--- src/include/spfr_consts.vh ---
// spfr_consts.vh: offsets, field positions, reset values and timing
// counts shared by the single-precision format and rounding unit.
// assumes inclusion by bare name from the design files under hw/.
`ifndef SPFR_CONSTS_VH
`define SPFR_CONSTS_VH

// operand field layout
`define SPFR_SIGN_BIT      31
`define SPFR_EXP_HI        30
`define SPFR_EXP_LO        23
`define SPFR_FRAC_HI       22
`define SPFR_FRAC_LO       0
`define SPFR_EXP_BIAS      10'h07f
`define SPFR_EXP_ALL_ONES  8'hff
`define SPFR_EXP_ZERO      8'h00
`define SPFR_QNAN_FRAC     23'h400000

// register byte offsets on the axi4-lite bus
`define SPFR_CONFIG_OFS    4'h0
`define SPFR_STATUS_OFS    4'h4
`define SPFR_RESULT_OFS    4'h8

// config field positions and reset value
`define SPFR_CFG_TRUNC_BIT 0
`define SPFR_CONFIG_RST    1'h0

// status field positions
`define SPFR_ST_ZERO_BIT   0
`define SPFR_ST_NEG_BIT    1
`define SPFR_ST_OVF_BIT    2
`define SPFR_ST_SOVF_BIT   3
`define SPFR_ST_SINV_BIT   4
`define SPFR_ST_SUNF_BIT   5
`define SPFR_FLAGS_RST     6'h00

// axi response codes
`define SPFR_RESP_OKAY     2'h0
`define SPFR_RESP_SLVERR   2'h2

// cycles from operation issue to result strobe
`define SPFR_LATENCY       1

`endif

--- src/hw/spfr_fpu_core.v ---
// spfr_fpu_core.v: single-precision multiply with operand decode,
// flush-to-zero, nan/inf handling, rounding and result flags, plus
// an axi4-lite slave for the config bit and the flag registers.
// assumes operands come from the core register file on clk, and that
// swException feeds an edge-sensitive interrupt controller input.
`timescale 1ns/1ps
`default_nettype none
`include "spfr_consts.vh"

// Behaviour
// - operand is sign, 8-bit exponent, 23-bit fraction
// - normal values get hidden one, 24-bit significand
// - codes 1..254 normal, exponent minus 127
// - all-ones exponent, nonzero fraction is nan
// - all-ones exponent, zero fraction is signed infinity
// - zero exponent and fraction is signed zero
// - no inexact flag or exception ever
// - nan input: invalid, quiet nan, xor sign
// - denormal inputs flushed, no underflow exception
// - denormal or underflowed result zero, underflow exception
// - config bit clear: round nearest, ties even
// - config bit set: truncate beyond 23 bits
// - overflow, underflow, invalid raise software exception
// - zero and negative flags per fp instruction
// - overflow flag per instruction, sticky copy set on each overflow
// - sticky invalid set on nan input, kept
// - sticky underflow on denormal result or input
module spfr_fpu_core (
  input  wire        clk,
  input  wire        rst_n,
  // operation issue from the register file
  input  wire        opValid,
  input  wire [31:0] opA,
  input  wire [31:0] opB,
  // result back to the register file
  output reg         resValid_ff,
  output reg  [31:0] resData_ff,
  // edge toward the interrupt controller
  output reg         swException_ff,
  // axi4-lite slave
  input  wire [3:0]  s_axi_awaddr,
  input  wire        s_axi_awvalid,
  output wire        s_axi_awready,
  input  wire [31:0] s_axi_wdata,
  input  wire [3:0]  s_axi_wstrb,
  input  wire        s_axi_wvalid,
  output wire        s_axi_wready,
  output reg  [1:0]  s_axi_bresp,
  output reg         s_axi_bvalid,
  input  wire        s_axi_bready,
  input  wire [3:0]  s_axi_araddr,
  input  wire        s_axi_arvalid,
  output wire        s_axi_arready,
  output reg  [31:0] s_axi_rdata,
  output reg  [1:0]  s_axi_rresp,
  output reg         s_axi_rvalid,
  input  wire        s_axi_rready
);

  // decoded operand fields, index 0 is opA, index 1 is opB
  wire [1:0]  dSign;    // sign bits
  wire [15:0] dExp;     // exponent codes
  wire [47:0] dSig;     // flushed significands
  wire [1:0]  dNan;     // nan class
  wire [1:0]  dInf;     // infinity class
  wire [1:0]  dZero;    // zero or flushed denormal
  wire [1:0]  dDenorm;  // denormal input seen
  wire [63:0] opBoth;   // both operands packed

  assign opBoth = {opB, opA};

  // one decoder per operand
  genvar gi;
  generate
    for (gi = 0; gi < 2; gi = gi + 1) begin : gDecode
      spfr_operand_decode uDec (
        .opnd     (opBoth[gi*32 +: 32]),
        .sign     (dSign[gi]),
        .expCode  (dExp[gi*8 +: 8]),
        .sig      (dSig[gi*24 +: 24]),
        .isNan    (dNan[gi]),
        .isInf    (dInf[gi]),
        .isZero   (dZero[gi]),
        .isDenorm (dDenorm[gi])
      );
    end
  endgenerate

  // software-visible state
  reg        cfgTrunc_ff;  // rounding mode bit
  reg  [5:0] flags_ff;     // zero, neg, ovf, sticky ovf/inv/unf

  // datapath intermediates
  wire       resSign;      // xor of input signs
  wire [47:0] prod;        // 24x24 significand product
  wire [9:0] expSum;       // biased exponent before normalise
  wire [9:0] expNorm;      // after normalise shift
  wire [22:0] mantRaw;     // kept fraction bits
  wire       guardBit;     // first dropped bit
  wire       stickyBit;    // or of the remaining dropped bits
  wire       roundUp;      // increment decision
  wire [23:0] mantInc;     // fraction plus carry out
  wire [9:0] expRound;     // exponent after rounding carry
  wire       anyNan;       // nan on an input
  wire       zeroTimesInf; // invalid without nan input
  wire       anyInf;       // infinity on an input
  wire       anyZero;      // zero on an input
  wire       expOver;      // unbiased exponent above 127
  wire       expUnder;     // result below smallest normal

  // result sign is xor of input signs
  assign resSign = dSign[0] ^ dSign[1];

  assign prod = dSig[23:0] * dSig[47:24];

  // biased sum minus one bias keeps a single bias
  assign expSum  = {2'b00, dExp[7:0]} + {2'b00, dExp[15:8]} - `SPFR_EXP_BIAS;
  assign expNorm = expSum + {9'h000, prod[47]};

  // product in [1,4): pick the window after the leading one
  assign mantRaw   = prod[47] ? prod[46:24] : prod[45:23];
  assign guardBit  = prod[47] ? prod[23] : prod[22];
  assign stickyBit = prod[47] ? (|prod[22:0]) : (|prod[21:0]);

  // nearest, ties to even lsb; truncate adds nothing
  assign roundUp = ~cfgTrunc_ff & guardBit & (stickyBit | mantRaw[0]);
  // dropped bits raise no flag of their own
  assign mantInc = {1'b0, mantRaw} + {23'h000000, roundUp};
  // carry out of the fraction bumps the exponent, fraction wraps to 0
  assign expRound = expNorm + {9'h000, mantInc[23]};

  assign anyNan       = |dNan;
  assign anyInf       = |dInf;
  assign anyZero      = |dZero;
  assign zeroTimesInf = anyInf & anyZero;

  // unbiased above 127 means biased code 255 or more
  assign expOver  = ~expRound[9] & (expRound[8:0] >= 9'h0ff);
  // biased code zero or negative cannot be held as normal
  assign expUnder = expRound[9] | (expRound == 10'h000);

  // next values of the result stage
  reg [31:0] nxt_res;       // result word
  reg        nxt_ovf;       // overflow this operation
  reg        nxt_unf;       // underflowed result
  reg        nxt_inv;       // invalid operation

  // result selection, priority: nan, inf*zero, inf, zero, range
  always @* begin
    nxt_res = {resSign, expRound[7:0], mantInc[22:0]};
    nxt_ovf = 1'b0;
    nxt_unf = 1'b0;
    nxt_inv = 1'b0;
    if (anyNan) begin
      // quiet nan with xor sign, invalid
      nxt_res = {resSign, `SPFR_EXP_ALL_ONES, `SPFR_QNAN_FRAC};
      nxt_inv = 1'b1;
    end else if (zeroTimesInf) begin
      // zero times infinity has no value either
      nxt_res = {resSign, `SPFR_EXP_ALL_ONES, `SPFR_QNAN_FRAC};
      nxt_inv = 1'b1;
    end else if (anyInf) begin
      nxt_res = {resSign, `SPFR_EXP_ALL_ONES, 23'h000000};
    end else if (anyZero) begin
      // signed zero; flushed input raises nothing here
      nxt_res = {resSign, 31'h00000000};
    end else if (expOver) begin
      // overflow saturates to signed infinity
      nxt_res = {resSign, `SPFR_EXP_ALL_ONES, 23'h000000};
      nxt_ovf = 1'b1;
    end else if (expUnder) begin
      // tiny result flushed to signed zero
      nxt_res = {resSign, 31'h00000000};
      nxt_unf = 1'b1;
    end
  end

  // sticky clear strobes from the bus, built further down
  wire [2:0] stickyClr;    // w1c on sovf, sinv, sunf
  wire       resultZero;   // result exponent and fraction zero

  assign resultZero = (nxt_res[30:0] == 31'h00000000);

  // next flag vector: set always wins over a same-cycle clear
  reg  [5:0] nxt_flags;
  always @* begin
    nxt_flags = flags_ff;
    nxt_flags[`SPFR_ST_SOVF_BIT] = flags_ff[`SPFR_ST_SOVF_BIT] & ~stickyClr[0];
    nxt_flags[`SPFR_ST_SINV_BIT] = flags_ff[`SPFR_ST_SINV_BIT] & ~stickyClr[1];
    nxt_flags[`SPFR_ST_SUNF_BIT] = flags_ff[`SPFR_ST_SUNF_BIT] & ~stickyClr[2];
    if (opValid) begin
      // zero and negative follow the result word
      nxt_flags[`SPFR_ST_ZERO_BIT] = resultZero;
      nxt_flags[`SPFR_ST_NEG_BIT]  = nxt_res[`SPFR_SIGN_BIT];
      // overflow flag set or cleared each operation
      nxt_flags[`SPFR_ST_OVF_BIT]  = nxt_ovf;
      if (nxt_ovf) begin
        nxt_flags[`SPFR_ST_SOVF_BIT] = 1'b1;
      end
      // sticky invalid on a nan input only
      if (anyNan) begin
        nxt_flags[`SPFR_ST_SINV_BIT] = 1'b1;
      end
      // sticky underflow on tiny result or denormal input
      if (nxt_unf | (|dDenorm)) begin
        nxt_flags[`SPFR_ST_SUNF_BIT] = 1'b1;
      end
    end
  end

  // result stage, one cycle after issue
  always @(posedge clk or negedge rst_n) begin
    if (!rst_n) begin
      resValid_ff    <= 1'b0;
      resData_ff     <= 32'h00000000;
      swException_ff <= 1'b0;
      flags_ff       <= `SPFR_FLAGS_RST;
    end else begin
      resValid_ff <= opValid;
      flags_ff    <= nxt_flags;
      swException_ff <= opValid & (nxt_ovf | nxt_unf | nxt_inv);
      // non-fp cycles leave the last result standing
      if (opValid) begin
        resData_ff <= nxt_res;
      end
    end
  end

  // axi4-lite write side: address and data latched in either order
  reg        awHeld_ff;    // write address captured
  reg        wHeld_ff;     // write data captured
  reg  [3:0] awAddr_ff;    // captured write address
  reg [31:0] wData_ff;     // captured write data
  reg  [3:0] wStrb_ff;     // captured byte enables
  wire       doWrite;      // both halves present, response free

  // ready only while the slot is empty and no response is pending
  assign s_axi_awready = ~awHeld_ff & ~s_axi_bvalid;
  assign s_axi_wready  = ~wHeld_ff & ~s_axi_bvalid;
  assign doWrite       = awHeld_ff & wHeld_ff;

  // map an offset to a known register
  function mapped;
    input [3:0] ofs;
    begin
      mapped = (ofs == `SPFR_CONFIG_OFS) | (ofs == `SPFR_STATUS_OFS) |
               (ofs == `SPFR_RESULT_OFS);
    end
  endfunction

  // w1c strobes for the sticky flags, low byte lane only
  assign stickyClr = (doWrite && awAddr_ff == `SPFR_STATUS_OFS && wStrb_ff[0]) ?
                     wData_ff[`SPFR_ST_SUNF_BIT:`SPFR_ST_SOVF_BIT] : 3'h0;

  // write channel capture and response
  always @(posedge clk or negedge rst_n) begin
    if (!rst_n) begin
      awHeld_ff    <= 1'b0;
      wHeld_ff     <= 1'b0;
      awAddr_ff    <= 4'h0;
      wData_ff     <= 32'h00000000;
      wStrb_ff     <= 4'h0;
      s_axi_bvalid <= 1'b0;
      s_axi_bresp  <= `SPFR_RESP_OKAY;
      cfgTrunc_ff  <= `SPFR_CONFIG_RST;
    end else begin
      // address channel handshake
      if (s_axi_awvalid && s_axi_awready) begin
        awHeld_ff <= 1'b1;
        awAddr_ff <= {s_axi_awaddr[3:2], 2'b00};
      end
      // data channel handshake
      if (s_axi_wvalid && s_axi_wready) begin
        wHeld_ff <= 1'b1;
        wData_ff <= s_axi_wdata;
        wStrb_ff <= s_axi_wstrb;
      end
      // both halves in: commit and answer
      if (doWrite) begin
        awHeld_ff    <= 1'b0;
        wHeld_ff     <= 1'b0;
        s_axi_bvalid <= 1'b1;
        s_axi_bresp  <= mapped(awAddr_ff) ? `SPFR_RESP_OKAY : `SPFR_RESP_SLVERR;
        // new mode applies to later issues only
        if (awAddr_ff == `SPFR_CONFIG_OFS && wStrb_ff[0]) begin
          cfgTrunc_ff <= wData_ff[`SPFR_CFG_TRUNC_BIT];
        end
      end else if (s_axi_bvalid && s_axi_bready) begin
        s_axi_bvalid <= 1'b0;
      end
    end
  end

  // axi4-lite read side: one read at a time, answer next cycle
  assign s_axi_arready = ~s_axi_rvalid;

  // read data mux, reserved bits read zero
  reg [31:0] nxt_rdata;
  always @* begin
    case ({s_axi_araddr[3:2], 2'b00})
      `SPFR_CONFIG_OFS: nxt_rdata = {31'h00000000, cfgTrunc_ff};
      `SPFR_STATUS_OFS: nxt_rdata = {26'h0000000, flags_ff};
      `SPFR_RESULT_OFS: nxt_rdata = resData_ff;
      default:          nxt_rdata = 32'h00000000;
    endcase
  end

  // read channel handshake
  always @(posedge clk or negedge rst_n) begin
    if (!rst_n) begin
      s_axi_rvalid <= 1'b0;
      s_axi_rdata  <= 32'h00000000;
      s_axi_rresp  <= `SPFR_RESP_OKAY;
    end else begin
      if (s_axi_arvalid && s_axi_arready) begin
        s_axi_rvalid <= 1'b1;
        s_axi_rdata  <= nxt_rdata;
        s_axi_rresp  <= mapped({s_axi_araddr[3:2], 2'b00}) ?
                        `SPFR_RESP_OKAY : `SPFR_RESP_SLVERR;
      end else if (s_axi_rvalid && s_axi_rready) begin
        s_axi_rvalid <= 1'b0;
      end
    end
  end

endmodule // spfr_fpu_core

`default_nettype wire

--- src/hw/spfr_operand_decode.v ---
// spfr_operand_decode.v: splits one 32-bit operand into fields,
// classifies it and flushes denormals to a zero significand.
// assumes a purely combinational use inside spfr_fpu_core.
`timescale 1ns/1ps
`default_nettype none
`include "spfr_consts.vh"

module spfr_operand_decode (
  input  wire [31:0] opnd,
  output wire        sign,
  output wire [7:0]  expCode,
  output wire [23:0] sig,
  output wire        isNan,
  output wire        isInf,
  output wire        isZero,
  output wire        isDenorm
);

  wire [7:0]  expField;  // raw exponent
  wire [22:0] fracField; // raw fraction
  wire        expOnes;   // all-ones exponent
  wire        expNone;   // all-zero exponent
  wire        fracNz;    // nonzero fraction

  assign sign      = opnd[`SPFR_SIGN_BIT];
  assign expField  = opnd[`SPFR_EXP_HI:`SPFR_EXP_LO];
  assign fracField = opnd[`SPFR_FRAC_HI:`SPFR_FRAC_LO];
  assign expOnes   = (expField == `SPFR_EXP_ALL_ONES);
  assign expNone   = (expField == `SPFR_EXP_ZERO);
  assign fracNz    = |fracField;

  assign isNan    = expOnes & fracNz;
  assign isInf    = expOnes & ~fracNz;
  assign isZero   = expNone;
  assign isDenorm = expNone & fracNz;
  assign expCode  = expField;

  // hidden one prepended; denormal flushed to zero
  assign sig = expNone ? 24'h000000 : {1'b1, fracField};

endmodule // spfr_operand_decode

`default_nettype wire

--- config.mk ---
export PLATFORM = sky130hd
export DESIGN_NAME = spfr_fpu_core
export DESIGN_NICKNAME = d
export VERILOG_FILES = /design/src/hw/spfr_fpu_core.v /design/src/hw/spfr_operand_decode.v
export VERILOG_INCLUDE_DIRS = /design/src /design/src/include
export SDC_FILE = /design/constraint.sdc
export NUM_CORES = 2
export LEC_CHECK = 0
export ABC_AREA = 1
export BUFFER_PORTS_ARGS = -buffer_cell sky130_fd_sc_hd__buf_4
export CAP_MARGIN = 30
export CORE_MARGIN = 8
export CORE_UTILIZATION = 30
export CTS_CLUSTER_DIAMETER = 50
export CTS_CLUSTER_SIZE = 12
export DETAILED_ROUTE_END_ITERATION = 10
export PLACE_DENSITY = 0.49
export SYNTH_ARGS = -nofsm -noshare
export SYNTH_HDL_FRONTEND = slang
export SYNTH_SLANG_ARGS = --single-unit
--- constraint.sdc ---
create_clock -name clk -period 4.3 [get_ports clk]
set_input_delay 1.29 -clock clk [delete_from_list [all_inputs] [get_ports clk]]
set_output_delay 1.29 -clock clk [all_outputs]
set_load 0.1 [all_outputs]
**Yosys cells after proc, flatten, opt, wreduce, memory -nomap -nowiden**

Index checks and enable logic that the tools add are counted.

- Add/subtract/negate cells: 5
- $mul: 1
- Order comparisons: 1
- Equal/unequal tests: 6
- Muxes and demuxes: 40
- Bitwise gates (word level): 38
- Reduce and logical (&&, ||, !) cells: 27

Operators with widths:

| cell | count |
|---|---|
| two-way mux 31 bit | 6 |
| one-hot mux 32 bit (3 select lines) | 1 |
| OR reduction 23 bit | 3 |
| multiplier 24 x 24 -> 48 bit | 1 |
| two-way mux 24 bit | 2 |
| logical NOT 31 bit | 1 |
| two-way mux 1 bit | 26 |
| adder 23 x 1 -> 24 bit | 1 |
| two-way mux 23 bit | 1 |
| OR reduction 22 bit | 1 |
| adder 10 x 1 -> 10 bit | 2 |
| AND 1 bit | 17 |
| == test 8 bit (second input constant) | 2 |
| logical NOT 8 bit | 2 |
| NOT 1 bit | 11 |
| logical NOT 10 bit | 1 |
| subtractor 9 x 7 -> 10 bit (second input constant) | 1 |
| adder 8 x 8 -> 9 bit | 1 |
| >= comparator 9 x 8 -> 1 bit (second input constant) | 1 |
| OR 1 bit | 9 |
| logical AND 1 bit | 8 |
| nonzero test 2 bit | 4 |
| OR reduction 2 bit | 4 |
| two-way mux 6 bit | 1 |
| 8 further kinds | 11 |

- Bits in registers: 90
- Input port bits: 116
- Output and inout port bits: 75

**Longest topological paths before layout**

- Depth in word-level cells: 20
- Depth in mapped cells: 69
- Gate-level depth less buffers: 64

**By module**

A second synthesis with hierarchy kept.

- Cell total of the unflattened synthesis: 3830
- Area, all modules: 26797.0 um^2

Modules (own cells, without submodules):

| module | times used | cells each | area an instance (um^2) | sequential area each (um^2) |
|---|---|---|---|---|
| spfr_fpu_core | 1 | 3638 | 25948.6 | 2127.0 |
| spfr_operand_decode | 2 | 96 | 424.2 | 0.0 |

**Worst setup path before layout**

Ideal clock, no wire load.

- Kind: input to register
- Start: input port opB[30]
- End: register flags_ff[0]
- Setup time: 0.116 ns
- Data arrival time: 11.313 ns
- Setup slack: -7.129 ns
- Stages on the path: 64
- Path through: nor2_1 -> nand2_1 -> or2_2 -> clkbuf_1 -> nand2_1 -> clkbuf_1 -> inv_1 -> nand2_1 -> clkbuf_1 -> nor2_1 -> fa_1 -> fa_1 -> inv_1 -> fa_1 -> inv_1 -> fa_1 -> inv_1 -> fa_1 -> [28 not listed] -> nand3b_1 -> nand2_1 -> xnor2_1 -> inv_1 -> nand3_1 -> nor2_1 -> nand3_1 -> nand2_1 -> nand2_1 -> nand2_1 -> nor2_2 -> inv_1 -> nor2_1 -> a21oi_1 -> nand2_1 -> nor2_1 -> nand2_1 -> nand2_1

- Word-level cells in the longest chain between the ends: 18

RTL lines:

| what | RTL line | source |
|---|---|---|
| from (decl) | spfr_fpu_core.v:34 | `input wire [31:0] opB,` |
| branches (longest 16 deep; another with multiplier 24 x 24 -> 48 bit) | - |  |
| two-way mux 31 bit * | spfr_fpu_core.v:154 | `if (anyNan) begin` |
| logical NOT 31 bit * | spfr_fpu_core.v:182 | `assign resultZero = (nxt_res[30:0] == 31'h00000000);` |
| to (signal assigned) | spfr_fpu_core.v:217 | `` flags_ff <= `SPFR_FLAGS_RST; `` |
| to (signal assigned) | spfr_fpu_core.v:220 | `flags_ff <= nxt_flags;` |
| to (decl) | spfr_fpu_core.v:91 | `reg [5:0] flags_ff;` |

Mark *: on every way between the ends.
A chain may end at the register's enable or synchronous reset.

**Final worst setup path**

- Start: input port opB[26]
- End: register resData_ff[11]

- Word-level cells in the longest chain between the ends: 17

RTL lines:

| what | RTL line | source |
|---|---|---|
| branches (longest 16 deep; another with multiplier 24 x 24 -> 48 bit) | - |  |
| two-way mux 31 bit * | spfr_fpu_core.v:154 |  |
| to (signal assigned) | spfr_fpu_core.v:224 | `resData_ff <= nxt_res;` |
| to (decl) | spfr_fpu_core.v:37 | `output reg [31:0] resData_ff,` |

Marks and branches as above.

==> out/metrics.csv <==
metric;value;unit
Syn Inst Count;3478;
RSZ-0062 raised after global routing;true;
CTS tree;yes;
Worst setup SP type;input port;
Post-synth EDFFs;0;
Die Height;308.3;µm
commonest non-fill, non-tap cells in the layout;822 x inv_1, 788 x nand2_1, 741 x buf_4;
Detailed Routing Iterations Pass 1;5;
drt initial violations;1891;
DRC viols;0;
core area;0.08488;mm²
Skew-Pair Late Insertion Delay;350;ps
standard-cell rows;107;
synth unique cells;49;
Fin Clk Skew;8.806;ps
global route overflow;0;
most common cell after layout, fill and taps aside;inv_1;
I/O Pins;191;
Max Clock Freq;0.09120;GHz
DP HPWL;93420;µm
Initial Util;30.20;%
number of global-route vias before repair;26250;
first-pass GRT wire length;161600;µm
slew of the pin with the lowest slew margin;530.8;ps
CP Max Fanout;7;
DR WL/cell;19.73;µm
Slew HR;64.29;%
final setup TNS;-235230;ps
Clk pin slew, worst setup/hold paths;70;ps
Num CTS Buffers;9;
initial antenna violation count;0;
ys async rst share;100.0;%
crit path kind;input port to flop;
htree depth;3;
crit path time final;10960;ps
YS warnings;0;
final instance area;0.03486;mm²
final setup fails;36;
most used cell, CP;nand2_2;
worst hold slack;481.6;ps
Critical-path top delay cell;fa_1;
Yosys reg bits;85;
Slew Limit Fails;0;
width of the die;308.3;µm
crit end category;flop;
Final Cycle Share;255.0;%
CP required;4580;ps
critical path data arrival time;11240;ps
Syn-to-layout area delta;35.99;%
final net count;5014;
synthesized area;0.02564;mm²
Root Buffer;clkbuf_16;
Global Route Usage Sum;22.55;%
n_diodes;0;
Setup WS post-layout;-6665;ps
vias;24800;
MaxCap Viol Count;0;
fillcell total;8954;
hold_buf cts;0;
register area share after synthesis;8.297;%
failing checks;negative setup slack;
syn avg cell area;7.371;µm²
Fin. Hold Viols;0;
vias per cell;4.615;
placed inst area;0.03309;mm²
Total Wirelength;106000;µm
clock buffer depth;2;
share of layout cells above drive strength 1;28.49;%
largest net degree at the start of global routing;47;
status;finished, violations left;
Hold Crit Class;flop to flop;
die area;0.09507;mm²
gpl congestion;0.9721;
ys flop type;dfrtp_1;
PortBufs;153;
antenna-violating nets left;0;
critical path's largest stage delay;530;ps
Num Clock Sinks;85;
Yosys cell counts (3+ instances only):
cell      instances  area (µm²)
a21oi_1          47       235.2
a22oi_1           5       37.54
buf_4             3       22.52
buf_6             4       45.04
clkbuf_1         56       210.2
clkinv_1         13       48.80
dfrtp_1          85        2127
fa_1            484        9689
ha_1            189        2365
inv_1           862        3236
inv_2            13       48.80
mux2_2            3       33.78
nand2_1         850        3191
nand2_2          39       244.0
nand2_4          10       112.6
nand3_1         126       630.6
nand3_2           5       50.05
nand3b_1         15       112.6
nand4_1          37       231.5
nor2_1          456        1712
nor2_2           16       100.1
nor2_4           14       157.7
nor3_1           11       55.05
nor4_1            7       43.79
o21ai_0          49       245.2
o21ai_1          13       65.06
o21bai_1          5       37.54
or2_2             6       37.54
xnor2_1          15       131.4
xor2_1           14       122.6
logic make-up (layout without fill, tap and decap cells):
kind of cell,after synthesis,in the layout,share of synthesized area [%]
flip-flops,85,85,8.297
multiplexers,3,3,0.1318
XOR/XNOR,29,29,0.9908
adder cells (fa/ha/maj),673,673,47.02
other,1,2,0.01463
AND/OR/NAND/NOR,1597,1598,26.34
buffers and inverters,956,1706,14.23
AO/OA/AOI/OAI,134,134,2.972
flip-flops by register name, indices dropped and copies added (netlist names), 2 cells and up:
signal,flops
wData_ff,4
s_axi_rdata,32
flags_ff,6
resData_ff,31
awAddr_ff,2
per-layer routing:
metal	share of wire, %	up-vias	global-route usage (%)
li1	-	11640	-
met1	43	12140	30.74
met2	45	869	36.20
met3	8.1	154	3.997
met4	3.9	0	7.104
met5	0	-	0
per-stage QoR:
step	instances	util, %	setup WS [ps]
6_report	5374	41.07	-6665
5_1_grt	5374	41.07	-7070
4_1_cts	5350	40.30	-6530
3_5_place_dp	5303	38.98	-7599
3_3_place_gp	5303	38.98	-7600
2_1_floorplan	3479	-	-6191
layout make-up:
class | count | area [µm²] | area share (%)
well taps | 1144 | 1431 | 4.106
repair inverters | 1 | 8.758 | 0.02512
inverters | 888 | 3397 | 9.744
flip-flops and latches | 85 | 2127 | 6.101
clock inverters | 7 | 81.33 | 0.2333
repair buffers | 801 | 6481 | 18.59
clock buffers | 9 | 225.2 | 0.6460
multi-input cells | 2439 | 21110 | 60.55
timing repair:
| item | CTS | global route |
|---|---|---|
| cloned | 2 | 1 |
| buffers inserted | 30 | 24 |
| gates resized for setup | 167 | 130 |
| pin swaps | 83 | 48 |
| endpoints found under the setup margin | 36 | 36 |
worst paths after layout:
check	startpoint	to	slack, ps	depth (start not counted)
max in group asynchronous	rst_n	cfgTrunc_ff	2690	2
setup reg to reg	cfgTrunc_ff	resData_ff[11]	350	25
hold / removal	s_axi_rdata[9]	s_axi_rdata[9]	480	2
setup / recovery	opB[26]	resData_ff[11]	-6660	63
hold reg to reg	s_axi_rdata[9]	s_axi_rdata[9]	480	2
min in group asynchronous	rst_n	resData_ff[10]	810	1
critical path: cells and delay by family:
kind | cells | cell delay [ps]
xor+xnor | 1 | 140
simple gates | 35 | 3470
compound gates | 1 | 110
fa+ha+maj | 10 | 4650
buf+inv | 16 | 1530
Power is left out: the tool's default activity adds up to more than one toggle a clock period on the data nets, which glitch-free logic cannot reach.
